===== src/pkg/lite_wdg_pkg.sv =====
// Constants for the lite timebase and watchdog block.
// Assumes one 40 MHz bus clock and an 8 MHz oscillator rate made by a divider.
package lite_wdg_pkg;

  // ----------------------------------------------------------------
  // Clock rates and times
  // ----------------------------------------------------------------
  localparam int unsigned PCLK_FREQ_HZ  = 40_000_000;
  localparam int unsigned OSC_FREQ_HZ   = 8_000_000;
  localparam int unsigned OSC_DIV       = PCLK_FREQ_HZ / OSC_FREQ_HZ;
  localparam logic [2:0]  OSC_DIV_LAST  = 3'(OSC_DIV - 1);
  localparam int unsigned TB_PERIOD_MS  = 1;
  localparam int unsigned DOG_PERIOD_MS = 2;
  // Timebase wraps per watchdog period
  localparam int unsigned DOG_WRAPS     = DOG_PERIOD_MS / TB_PERIOD_MS;
  // Terminal count of the 13-bit timebase, one wrap per TB_PERIOD_MS
  localparam logic [12:0] TB_TERMINAL   = 13'h1F39;
  localparam logic [12:0] TB_RESET      = 13'h0000;
  // Oscillator clocks of hold-off after a wake from halt
  localparam logic [6:0]  WAKE_CLOCKS   = 7'h40;

  // ----------------------------------------------------------------
  // Register map
  // ----------------------------------------------------------------
  // Printed offset is a register index; byte address is four times it
  localparam logic [7:0]  CSR_INDEX     = 8'h0B;
  localparam logic [7:0]  CSR_ADDR      = 8'(CSR_INDEX * 4);

  // timer_ctrl_status field positions
  localparam int unsigned BIT_DELAY     = 0;
  localparam int unsigned BIT_ENABLE    = 1;
  localparam int unsigned BIT_FORCE     = 2;
  localparam int unsigned BIT_TICK_FLAG = 3;
  localparam int unsigned BIT_TICK_IE   = 4;
  localparam int unsigned BIT_PER_DBL   = 5;

  // Reset values
  localparam logic        CTRL_RESET    = 1'b0;
  localparam logic [31:0] RDATA_RESET   = 32'h0000_0000;

  // Halt handling states
  typedef enum logic [1:0] {
    PWR_RUN,
    PWR_HALTED,
    PWR_WAKING
  } pwr_state_e;

endpackage


===== src/lite_timebase_watchdog.sv =====
// Lite timebase (13-bit free counter, 1/2 ms tick) and watchdog with APB access.
// Assumes all inputs synchronous to pclk; option inputs are static straps.
// The system reset request goes out; presetn then comes back to this block,
// while the force/status bit is kept by the separate lvd_rst_n domain.
//
// Contract
// - Hidden 13-bit timebase counter starts at zero, counts every oscillator clock.
// - Overflow event when the counter wraps from 1F39h to zero, 1 ms.
// - Period double select makes the tick interval 2 ms.
// - Overflow sets tick flag; interrupt raised while tick interrupt enable set.
// - Reading the control/status register clears the tick flag.
// - Enabled watchdog resets after its 2 ms period unless refreshed.
// - Software sets delay bit regularly; hardware clears it each period end.
// - Periods count from reset regardless of enable; late enable resets at once.
// - Force reset: enable first, then set force bit; reset follows.
// - Force bit records a watchdog reset; read lets it be cleared.
// - Force bit still set when watchdog enabled gives an immediate reset.
// - Hardware watchdog option keeps watchdog active, ignores enable bit.
// - Reset-on-halt option turns a halt into a watchdog reset.
// - Otherwise halt stops oscillator and timebase; no watchdog reset meanwhile.
// - Wake by interrupt resumes counting 64 clocks later; reset disables.
// - Force bit cleared by hardware only on detector reset, else software.
// - Register index 0B: delay bit 0, enable bit 1, force bit 2.
//
// Decided for this implementation: the register offsets and register access over APB.
module lite_timebase_watchdog
  import lite_wdg_pkg::*;
(
  // Clock and resets
  input  wire logic        pclk,
  input  wire logic        presetn,
  input  wire logic        lvd_rst_n,
  // APB slave
  input  wire logic        psel,
  input  wire logic        penable,
  input  wire logic        pwrite,
  input  wire logic [7:0]  paddr,
  input  wire logic [31:0] pwdata,
  output logic      [31:0] prdata,
  output logic             pready,
  output logic             pslverr,
  // Option straps
  input  wire logic        hw_dog_opt,
  input  wire logic        halt_reset_opt,
  // Core power events
  input  wire logic        halt_req,
  input  wire logic        ext_wake,
  // Requests out
  output logic             tick_irq,
  output logic             dog_rst_req
);

  // ----------------------------------------------------------------
  // State
  // ----------------------------------------------------------------
  logic [2:0]  osc_div_ff;
  logic [12:0] tb_cnt_ff;
  logic        phase_ff;
  logic [6:0]  wake_cnt_ff;
  pwr_state_e  pwr_ff;
  logic        period_double_sel_ff;
  logic        tick_irq_en_ff;
  logic        tick_flag_ff;
  logic        dog_enable_ff;
  logic        dog_delay_refresh_ff;
  logic        dog_force_status_ff;
  logic        status_read_ff;
  logic        expired_ff;
  logic        active_q_ff;
  logic        pready_ff;
  logic        pslverr_ff;
  logic [31:0] prdata_ff;
  logic        tick_irq_ff;
  logic        dog_rst_req_ff;

  logic [2:0]  nxt_osc_div;
  logic [12:0] nxt_tb_cnt;
  logic [6:0]  nxt_wake_cnt;
  pwr_state_e  nxt_pwr;

  // Packed view of the control/status register
  function automatic logic [31:0] csr_image(input logic dbl, input logic ie, input logic flg,
                                            input logic frc, input logic en, input logic dly);
    logic [31:0] v;
    v = 32'h0000_0000;
    v[BIT_PER_DBL]   = dbl;
    v[BIT_TICK_IE]   = ie;
    v[BIT_TICK_FLAG] = flg;
    v[BIT_FORCE]     = frc;
    v[BIT_ENABLE]    = en;
    v[BIT_DELAY]     = dly;
    return v;
  endfunction

  // ----------------------------------------------------------------
  // Bus decode
  // ----------------------------------------------------------------
  // Access is taken one cycle into the access phase; pready follows next edge
  wire acc_fire  = psel & penable & ~pready_ff;
  wire csr_hit   = (paddr == CSR_ADDR);
  wire csr_rd    = acc_fire & ~pwrite & csr_hit;
  wire csr_wr    = acc_fire & pwrite & csr_hit;
  wire wr_dly    = pwdata[BIT_DELAY];
  wire wr_en     = pwdata[BIT_ENABLE];
  wire wr_frc    = pwdata[BIT_FORCE];
  wire [31:0] csr_now = csr_image(period_double_sel_ff, tick_irq_en_ff, tick_flag_ff,
                                  dog_force_status_ff, dog_enable_ff, dog_delay_refresh_ff);

  // ----------------------------------------------------------------
  // Oscillator rate and timebase
  // ----------------------------------------------------------------
  // Oscillator stops in halt; waking keeps it running but holds the counter
  wire osc_run   = (pwr_ff != PWR_HALTED);
  wire osc_en    = osc_run & (osc_div_ff == OSC_DIV_LAST);
  wire tb_en     = osc_en & (pwr_ff == PWR_RUN);
  wire tb_wrap   = tb_en & (tb_cnt_ff == TB_TERMINAL);
  wire tick_evt  = tb_wrap & (~period_double_sel_ff | phase_ff);
  // Watchdog period spans DOG_WRAPS wraps, counted from reset always
  wire dog_end   = tb_wrap & phase_ff;

  // Divider and counter next values
  assign nxt_osc_div = (!osc_run || osc_div_ff == OSC_DIV_LAST) ? 3'h0 : osc_div_ff + 3'h1;
  assign nxt_tb_cnt  = tb_wrap ? TB_RESET : (tb_en ? tb_cnt_ff + 13'h0001 : tb_cnt_ff);

  // ----------------------------------------------------------------
  // Watchdog decisions
  // ----------------------------------------------------------------
  wire dog_active = hw_dog_opt | dog_enable_ff;
  wire act_rise   = dog_active & ~active_q_ff;
  // Timeout with no refresh pending
  wire expire     = dog_end & ~dog_delay_refresh_ff;
  wire rst_expire = expire & dog_active;
  // Late enable after a lapsed period, or with a stale force flag
  wire rst_enable = act_rise & (expired_ff | dog_force_status_ff);
  // Forced reset needs the watchdog already running
  wire rst_force  = csr_wr & wr_frc & dog_active;
  wire rst_halt   = halt_req & halt_reset_opt & (pwr_ff == PWR_RUN);
  wire rst_any    = rst_expire | rst_enable | rst_force | rst_halt;

  // ----------------------------------------------------------------
  // Halt handling
  // ----------------------------------------------------------------
  // Halt freezes the oscillator and timebase until an external wake; a reset simply restarts
  always_comb begin
    nxt_pwr      = pwr_ff;
    nxt_wake_cnt = wake_cnt_ff;
    case (pwr_ff)
      PWR_RUN: begin
        if (halt_req && !halt_reset_opt) begin
          nxt_pwr = PWR_HALTED;
        end
      end
      PWR_HALTED: begin
        if (ext_wake) begin
          nxt_pwr      = PWR_WAKING;
          nxt_wake_cnt = WAKE_CLOCKS;
        end
      end
      PWR_WAKING: begin
        if (osc_en) begin
          nxt_wake_cnt = wake_cnt_ff - 7'h01;
          if (wake_cnt_ff == 7'h01) begin
            nxt_pwr = PWR_RUN;
          end
        end
      end
      default: begin
        nxt_pwr = PWR_RUN;
      end
    endcase
  end

  // ----------------------------------------------------------------
  // Timebase registers
  // ----------------------------------------------------------------
  // Counter, divider and wrap phase
  always_ff @(posedge pclk or negedge presetn) begin
    if (!presetn) begin
      osc_div_ff  <= 3'h0;
      tb_cnt_ff   <= TB_RESET;
      phase_ff    <= 1'b0;
      pwr_ff      <= PWR_RUN;
      wake_cnt_ff <= 7'h00;
    end else begin
      osc_div_ff  <= nxt_osc_div;
      tb_cnt_ff   <= nxt_tb_cnt;
      phase_ff    <= tb_wrap ? ~phase_ff : phase_ff;
      pwr_ff      <= nxt_pwr;
      wake_cnt_ff <= nxt_wake_cnt;
    end
  end

  // Tick flag: a new overflow wins over a clearing read
  always_ff @(posedge pclk or negedge presetn) begin
    if (!presetn) begin
      tick_flag_ff <= CTRL_RESET;
    end else if (tick_evt) begin
      tick_flag_ff <= 1'b1;
    end else if (csr_rd) begin
      tick_flag_ff <= 1'b0;
    end
  end

  // Interrupt level follows flag and enable, registered for a clean output
  always_ff @(posedge pclk or negedge presetn) begin
    if (!presetn) begin
      tick_irq_ff <= 1'b0;
    end else begin
      tick_irq_ff <= (tick_flag_ff | tick_evt) & tick_irq_en_ff;
    end
  end

  // ----------------------------------------------------------------
  // Software control bits
  // ----------------------------------------------------------------
  // Plain read/write bits
  always_ff @(posedge pclk or negedge presetn) begin
    if (!presetn) begin
      period_double_sel_ff <= CTRL_RESET;
      tick_irq_en_ff       <= CTRL_RESET;
      dog_enable_ff        <= CTRL_RESET;
    end else if (csr_wr) begin
      period_double_sel_ff <= pwdata[BIT_PER_DBL];
      tick_irq_en_ff       <= pwdata[BIT_TICK_IE];
      dog_enable_ff        <= wr_en;
    end
  end

  // Delay bit: software only sets it, period end clears it; set wins
  always_ff @(posedge pclk or negedge presetn) begin
    if (!presetn) begin
      dog_delay_refresh_ff <= CTRL_RESET;
    end else if (csr_wr && wr_dly) begin
      dog_delay_refresh_ff <= 1'b1;
    end else if (dog_end) begin
      dog_delay_refresh_ff <= 1'b0;
    end
  end

  // Lapsed period seen while disabled; a refresh cancels it
  always_ff @(posedge pclk or negedge presetn) begin
    if (!presetn) begin
      expired_ff <= 1'b0;
    end else if (csr_wr && wr_dly) begin
      expired_ff <= 1'b0;
    end else if (expire) begin
      expired_ff <= 1'b1;
    end
  end

  // Previous active level for enable edges, hardware option included
  always_ff @(posedge pclk or negedge presetn) begin
    if (!presetn) begin
      active_q_ff <= 1'b0;
    end else begin
      active_q_ff <= dog_active;
    end
  end

  // ----------------------------------------------------------------
  // Force/status bit
  // ----------------------------------------------------------------
  // Survives presetn so the cause of a watchdog reset stays visible;
  // only the detector reset clears it in hardware
  always_ff @(posedge pclk or negedge lvd_rst_n) begin
    if (!lvd_rst_n) begin
      dog_force_status_ff <= 1'b0;
    end else if (rst_any) begin
      dog_force_status_ff <= 1'b1;
    end else if (csr_wr && !wr_frc && status_read_ff) begin
      dog_force_status_ff <= 1'b0;
    end
  end

  // A read must precede the clearing write
  always_ff @(posedge pclk or negedge presetn) begin
    if (!presetn) begin
      status_read_ff <= 1'b0;
    end else if (csr_rd) begin
      status_read_ff <= 1'b1;
    end else if (csr_wr) begin
      status_read_ff <= 1'b0;
    end
  end

  // One-cycle reset request
  always_ff @(posedge pclk or negedge presetn) begin
    if (!presetn) begin
      dog_rst_req_ff <= 1'b0;
    end else begin
      dog_rst_req_ff <= rst_any;
    end
  end

  // ----------------------------------------------------------------
  // APB response
  // ----------------------------------------------------------------
  // One wait state buys a registered read data path
  always_ff @(posedge pclk or negedge presetn) begin
    if (!presetn) begin
      pready_ff  <= 1'b0;
      pslverr_ff <= 1'b0;
      prdata_ff  <= RDATA_RESET;
    end else begin
      pready_ff  <= acc_fire;
      pslverr_ff <= acc_fire & ~csr_hit;
      if (acc_fire) begin
        prdata_ff <= (csr_hit && !pwrite) ? csr_now : RDATA_RESET;
      end
    end
  end

  // ----------------------------------------------------------------
  // Outputs
  // ----------------------------------------------------------------
  assign prdata      = prdata_ff;
  assign pready      = pready_ff;
  assign pslverr     = pslverr_ff;
  assign tick_irq    = tick_irq_ff;
  assign dog_rst_req = dog_rst_req_ff;

endmodule


===== config.mk =====
export PLATFORM = sky130hd
export DESIGN_NAME = lite_timebase_watchdog
export DESIGN_NICKNAME = d
export VERILOG_FILES = /design/src/pkg/lite_wdg_pkg.sv /design/src/lite_timebase_watchdog.sv
export SDC_FILE = /design/constraint.sdc
export NUM_CORES = 1
export LEC_CHECK = 0
export ABC_AREA = 1
export BUFFER_PORTS_ARGS = -buffer_cell sky130_fd_sc_hd__buf_2
export CAP_MARGIN = 25
export CELL_PAD_IN_SITES_DETAIL_PLACEMENT = 1
export CELL_PAD_IN_SITES_GLOBAL_PLACEMENT = 2
export CORE_UTILIZATION = 30
export CTS_BUF_LIST = sky130_fd_sc_hd__clkbuf_16
export DETAILED_ROUTE_END_ITERATION = 16
export GPL_ROUTABILITY_DRIVEN = 0
export HOLD_SLACK_MARGIN = 0.06
export PLACE_DENSITY = 0.82
export SETUP_SLACK_MARGIN = 0.3
export SYNTH_ARGS = -nofsm -noshare
export SYNTH_HDL_FRONTEND = slang
export SYNTH_SLANG_ARGS = --single-unit

===== constraint.sdc =====
create_clock -name pclk -period 2.2 [get_ports pclk]
set_input_delay 0.44 -clock pclk [delete_from_list [all_inputs] [get_ports pclk]]
set_output_delay 0.44 -clock pclk [all_outputs]
set_load 0.005 [all_outputs]

### Word level (Yosys, flattened, before mapping)

Cells that the tools add are included.

* flip-flop bits (word level): 71
* bits of input ports: 50
* output and inout port bits: 36
* logic and storage cells: 110

* add/sub/neg operators: 3
* equal/unequal tests: 11
* mux-type cells: 22
* bitwise gates (word level): 35
* reductions and logical operators: 20

Operators with widths (number)
* 13-bit two-way mux: 2
* 1-bit AND: 21
* 7-bit two-way mux: 2
* 7-bit case mux with 2 select lines: 1
* 2-bit nonzero test: 7
* 13-bit by 1-bit adder with 13-bit output, second input constant: 1
* 13-bit equality test, second input constant: 1
* 1-bit two-way mux: 10
* 8-bit by 6-bit equality test with 1-bit output, second input constant: 1
* 2-bit two-way mux: 4
* 7-bit by 1-bit equality test with 1-bit output, second input constant: 1
* 1-bit NOT: 7
* 1-bit OR: 7
* 7-bit by 1-bit subtractor with 7-bit output, second input constant: 1
* 6-bit two-way mux: 1
* 2-bit inequality test, second input constant: 3
* 2-bit case mux with 3 select lines: 1
* 1-bit logical AND: 5
* 1-bit zero test: 4
* 2-bit by 1-bit inequality test with 1-bit output, second input constant: 2
* 4-bit AND reduction: 1
* 3-bit by 1-bit adder with 3-bit output, second input constant: 1
* 3-bit equality test, second input constant: 1
* 3-bit two-way mux: 1
* other kinds (5): 5

### Logic depth before layout (Yosys ltp)

Gate-level depths: netlist of run 1.

* word-level depth: 11
* mapped depth: 11
* gate-level depth less buffers: 11

### Worst setup path after synthesis of run 1

No wires, ideal clock.

* kind: register to register
* from: register osc_div_ff[0]
* to: register tb_cnt_ff[6]
* arrival time: 1353 ps
* slack: 728 ps
* cell stages (with the launch flop): 12
* buffers on the path: 1
* cell sequence: dfrtp_1 inv_1 ha_1 nand2_1 clkinv_1 nand2_4 nor2_4 nand2_2 buf_6 inv_2 nor2_1 o21a_1

* word-level cells in the longest chain between the ends: 5

Ends and longest elaborated chain
* start: declaration: RTL line lite_timebase_watchdog.sv:56 `logic [2:0] osc_div_ff;`
* start signal: assignment: RTL line lite_timebase_watchdog.sv:185 `osc_div_ff <= nxt_osc_div;`
* 3-bit equality test (*): RTL line lite_timebase_watchdog.sv:114 `wire osc_en = osc_run & (osc_div_ff == OSC_DIV_LAST);`
* 1-bit AND (*): RTL line lite_timebase_watchdog.sv:114
* 1-bit AND (*): RTL line lite_timebase_watchdog.sv:115 `wire tb_en = osc_en & (pwr_ff == PWR_RUN);`
* 1-bit AND: RTL line lite_timebase_watchdog.sv:116 `wire tb_wrap = tb_en & (tb_cnt_ff == TB_TERMINAL);`
* 13-bit two-way mux or 2-bit nonzero test (tied branches)
* end signal: assignment: RTL line lite_timebase_watchdog.sv:186 `tb_cnt_ff <= nxt_tb_cnt;`
* end: declaration: RTL line lite_timebase_watchdog.sv:57 `logic [12:0] tb_cnt_ff;`

Mark *: on every way between the ends. The rest lies on a longest branch, timed or not.
A chain may end at the register's enable or synchronous reset.

### Final worst setup path of run 1

Ends and elaborated chain as after synthesis.

==> results of run 1 <==
flip-flops by register name (all words and copies together) (netlist names), 2 cells and up:
signal / cells
pwr_ff: 2
wake_cnt_ff: 7
prdata: 6
tb_cnt_ff: 13
osc_div_ff: 3
cell type report:
| type | instances | area (µm²) | share of cell area (%) |
|---|---|---|---|
| multi-input combinational | 189 | 985 | 35.9 |
| clock inverter | 3 | 41.3 | 1.51 |
| inverter | 38 | 143 | 5.20 |
| clock buffer | 5 | 125 | 4.56 |
| sequential | 45 | 1130 | 41.1 |
| timing repair buffer | 35 | 198 | 7.21 |
| tap | 99 | 124 | 4.52 |
where the power goes:
group	switching (mW)	total, mW	internal [mW]
combinational	0.349	0.552	0.203
sequential	0.109	1.07	0.961
clock	0.302	0.834	0.531
cell families after synthesis:
| logic type | after synthesis | synth area share [%] |
|---|---|---|
| buf+inv | 65 | 14.8 |
| xor+xnor | 3 | 1.11 |
| compound gates | 36 | 9.43 |
| fa+ha+maj | 6 | 3.18 |
| simple gates | 118 | 23.6 |
| other cells | 1 | 0.159 |
| flops | 45 | 47.7 |
metal layers:
| layer | wire [µm] | vias to the layer above | track usage [%] |
|---|---|---|---|
| met5 | 0 | - | 0 |
| met1 | 2390 | 876 | 17.4 |
| li1 | - | 902 | - |
| met2 | 2650 | 30 | 24.7 |
| met3 | 150 | 5 | 3.20 |
| met4 | 68 | 0 | 4.84 |
per-stage QoR:
stage                     total power [mW]  hold WS (ns)  instance area, µm²
after floorplan                       1.49         0.144                2450
after global placement                1.60         0.216                2560
after detailed placement              1.64         0.217                2560
after CTS                             2.50         0.140                2740
after global routing                  2.63         0.160                2740
final                                 2.46         0.129                2740
cells in the final DEF (no fill, tap or decap), drive strengths merged, types with 2 or more instances in the layout:
master,instances
o22ai,3
o21ai,12
inv,37
clkbuf,5
nand4,5
conb,26
nand3,11
dfrtp,45
buf,34
a21oi,12
xnor2,2
o21a,2
nand2,58
nor2,31
ha,6
a22o,3
clkinv,2
nor3,8
and3,2
final timing paths:
check / from / endpoint / slack, ns / cells past startpoint
min in group pclk: pwdata[1] / dog_enable_ff / 0.35 / 3
max in group asynchronous: presetn / dog_delay_refresh_ff / 1.54 / 2
setup / recovery: osc_div_ff[0] / tb_cnt_ff[6] / 0.46 / 10
setup reg to reg: osc_div_ff[0] / tb_cnt_ff[6] / 0.46 / 10
hold reg to reg: osc_div_ff[0] / osc_div_ff[0] / 0.46 / 1
hold / removal: presetn / osc_div_ff[2] / 0.13 / 1
what timing repair did:
item / CTS / global route
hold buffers: 1 / 0
endpoints found under the setup margin: 0 / 3
hold endpoints to repair: 1 / 0
resized for setup: 0 / 2
critical path, stage by stage (launching register included):
cell	delay (ns)
dfrtp_1	0.40
inv_1	0.06
ha_1	0.14
nand2_1	0.09
clkinv_1	0.09
nand2_4	0.09
nor2_4	0.17
nand2_4	0.14
o21ai_1	0.16
nand2_1	0.11
o21a_1	0.18
==> impl_metrics.yaml, run 1 <==
logic_synthesis:
  ys_warn_count: 0
  synth.top_cell.area_share_pct: 47.7
  yosysSeqAreaShare_pct: 47.7
  ys_ff_latch: 45
  synth_area_leader_cell: "dfrtp_1"
  yosys.cell_count.top_type: "nand2_1"
  synth_edf_count: 0
  yosys-top-cells-count: "52 x nand2_1, 45 x dfrtp_1, 35 x inv_1"
  syn-cell-area_um2: 2360
  synthFlopType: "dfrtp_1"
  avgSynthCellArea_um2: 8.62
  synthCells: 274
  ys_types: 35
  synthTopCellsByArea: "dfrtp_1 48%, buf_4 8.3%, nand2_1 8.3%"
  async_reset_ff_share_pct: 100
detailed_routing:
  final_antenna_net_count: 0
  drc: 0
  drt-initial-drc-count: 49
  routed_wl_um: 5260
  vias: 1813
  avgRoutedWirePerCell_um: 12.7
  firstDrtPassIters: 4
  avgViaCountPerCell: 4.38
layout:
  diodes: 0
  fillers: 923
  drive_gt1_share_pct: 18.4
  final_nets: 370
  utilization_pct: 36.8
  final_cells: 414
  synthToLayoutAreaGrowth_pct: 16.1
worst_setup_path:
  endpoint_kind: "flop"
  crit_required_ns: 2.37
  arrival_ns: 1.91
  worstSetupPathType: "reg2reg"
  crit_fanout: 11
  critPathLaunchType: "flop"
timing:
  relSlewSlack_pct: 65.1
  setup_viol: 0
  grt_setup_unrepaired: "false"
  fin_ws_ns: 0.464
  fin_crit_ns: 1.74
  fin_worst_skew_ns: 0.00442
  slew_violations: 0
  min_period_over_period_pct: 78.9
  hold_viol: 0
  max_freq_ghz: 0.576
  setup_tns_ns: 0
  worstMarginPinSlew_ns: 0.524
global_route:
  grt_antenna_before_repair: 0
  grt_max_degree: 20
  grt_pass1_wl_um: 9230
  grt_pass1_vias: 1933
  grtUsageTotal_pct: 14.3
  grt_overflow: 0
placement:
  dp_cells: 405
  preCtsSetupSlack_ns: 0.366
  io_buffers: 32
  dpl.hpwl_um: 3980
clock_network:
  cts_max_path_buffers: 2
  cts.sinks: 45
  clk_pin_slew_worst_paths_ns: 0.06
  post_cts_buffers: 0
  clock_latency_ns: 0.28
  cts_buffers: 5
  htree_levels: 2
  clock-root-buffer: "clkbuf_16"
  tritoncts: "yes"
die:
  num_rows: 31
  io_pins: 86
  initial_core_util_pct: 31.7
  core_area_um2: 7450
  fp.dieW_um: 90.7
  die_y_um: 90.7
  die_area_um2: 8230
worst_hold_path:
  min_path_type: "in2async"
pwr:
  p_leak_nw: 1.42
  p_per_area_nw_per_um2: 896
  irDropWorstVdd_v: 0.000423
run_status:
  status: "complete, no violations"
flow_run:
  cap_violations: 0
Note: power is estimated with default switching activity, not from simulation.
==> run 2: changes to the inputs <==
Settings changed: CORE_UTILIZATION 30 to 25, PLACE_DENSITY 0.82 to 0.72.
Clock period 2.2 ns to 1.55 ns, I/O delays scaled along.
==> run 2 against run 1 <==
Critical path depth rose by 2. Non-clock buffer count rose by 30. Worst setup slack worse by 0.39 ns.
==> impl_metrics.yaml, run 2 (synthesized netlist as in run 1, its figures left out) <==
die:
  initial_core_util_pct: 25.7
  die_y_um: 99.2
  io_pins: 86
  num_rows: 35
  core_area_um2: 9200
  die_area_um2: 9840
  fp.dieW_um: 99.2
timing:
  fin_worst_skew_ns: 0.00245
  setup_tns_ns: 0
  min_period_over_period_pct: 95.5
  hold_viol: 0
  max_freq_ghz: 0.676
  setup_viol: 0
  slew_violations: 0
  fin_crit_ns: 1.48
  grt_setup_unrepaired: "true"
worst_hold_path:
  hp-start: "pwdata[1]"
  min_delay_worst_endpoint: "dog_enable_ff"
  worstHoldPathCells: 3
  min_path_type: "in2reg"
detailed_routing:
  drt-initial-drc-count: 35
  vias: 1915
  firstDrtPassIters: 4
  avgRoutedWirePerCell_um: 12.2
  avgViaCountPerCell: 4.20
  drc: 0
  final_antenna_net_count: 0
  routed_wl_um: 5580
pwr:
  pwr-share-clk_pct: 30.2
  p_per_area_nw_per_um2: 1240
  p_leak_nw: 1.64
  irDropWorstVdd_v: 0.000464
  p_comb_share_pct: 31.3
  switching_share_pct: 33.5
  switchingPower_mw: 1.33
  p_total_mw: 3.98
  p_int_mw: 2.65
  seqPwrFrac_pct: 38.6
layout:
  final_cell_mix: "44 x nand2_1, 44 x dfrtp_1, 32 x buf_2, 29 x inv_1"
  final_nets: 400
  final-seq-area_um2: 1130
  largest_register_ffs: 13
  multiInputGateArea_um2: 1190
  utilization_pct: 34.9
  top_register: "tb_cnt_ff"
  fillers: 1104
  drive_gt1_share_pct: 37.4
  diodes: 0
  design_area_um2: 3210
  synthToLayoutAreaGrowth_pct: 36.1
worst_setup_path:
  r2r_slack_ns: 0.07
  crit_fanout: 4
  worstSetupPathType: "reg2reg"
  cp_slowest_cell: "dfrtp_1"
  timing.rr.start: "osc_div_ff[1]"
  cp_slowest_stage_delay_ns: 0.39
  cpMostUsedCell: "nand2_4"
  endpoint_kind: "flop"
  crit_required_ns: 1.72
  critPathLaunchType: "flop"
  worstPathCellList: "inv_2, ha_4, nand2_4, clkinv_4, buf_4, nand2_4, nand2_4, nand2_4, inv_2, nand2_2, a21oi_2, o21ai_1"
  r2r-end: "wake_cnt_ff[6]"
  arrival_ns: 1.65
  rr_worst_depth: 12
global_route:
  grt_pass1_vias: 2004
  grtUsageTotal_pct: 12.4
  grt_pass1_wl_um: 9730
  grt_max_degree: 30
  grt_overflow: 0
  grt_antenna_before_repair: 0
clock_network:
  cts.sinks: 45
  tritoncts: "yes"
  cts_max_path_buffers: 2
  clk_pin_slew_worst_paths_ns: 0.06
  clock-root-buffer: "clkbuf_16"
  htree_levels: 2
  cts_buffers: 5
  clock_latency_ns: 0.28
flow_run:
  cap_violations: 0
placement:
  placed_area_um2: 2680
  dpl.hpwl_um: 4090
  io_buffers: 32
run_status:
  status: "complete, no violations"
run 2: cell type report:
class	instances	area share, %
multi-input combinational	189	36.9
clock inverter	3	1.29
clock buffer	5	3.89
timing repair buffer	65	13.7
sequential	45	35.1
inverter	38	4.79
tap	111	4.32
run 2: power by group through the flow:
stage | logic, mW | registers [mW] | clock network, mW
2_1_floorplan | 0.627 | 1.50 | 0
3_3_place_gp | 0.806 | 1.53 | 0
3_5_place_dp | 0.851 | 1.53 | 0
4_1_cts | 1.09 | 1.52 | 1.24
5_1_grt | 1.42 | 1.57 | 1.28
6_report | 1.25 | 1.54 | 1.20
run 2: worst max-delay path, delay by kind of cell (launching register included):
kind	cells	cell delay, ns
flops	1	0.39
compound gates	2	0.17
fa+ha+maj	1	0.14
simple gates	5	0.34
buf+inv	4	0.33
run 2: how the worst max path moves through the flow:
stage                           endpoint          start
after floorplan             tb_cnt_ff[6]  osc_div_ff[0]
after global placement     tb_cnt_ff[11]  osc_div_ff[1]
after detailed placement    tb_cnt_ff[5]  osc_div_ff[1]
after CTS                   tb_cnt_ff[6]  osc_div_ff[1]
after global routing        tb_cnt_ff[6]   tb_cnt_ff[1]
final                     wake_cnt_ff[6]  osc_div_ff[1]
run 2: per-stage QoR:
| stage | hold WS (ns) | cells | setup WS, ns |
|---|---|---|---|
| floorplan | 0.0144 | 299 | 0.132 |
| global placement | 0.0927 | 430 | 0.00788 |
| detailed placement | 0.0920 | 430 | -0.0584 |
| CTS | 0.219 | 448 | -0.000596 |
| global route | 0.221 | 456 | -0.0378 |
| finish | 0.226 | 456 | 0.0699 |
run 2: timing repair:
action | CTS | global route
endpoints found under the setup margin | 27 | 33
cloned | 0 | 0
pin swaps | 10 | 18
hold buffers | 2 | 0
setup buffers | 8 | 8
hold endpoints to repair | 16 | 0
resized for setup | 32 | 34
run 2: routing by layer:
metal	track usage, %	vias to the layer above	wire, µm
li1	-	964	-
met1	17.0	913	2690
met2	20.2	34	2700
met3	2.32	4	145
met4	3.39	0	45
met5	0	-	0
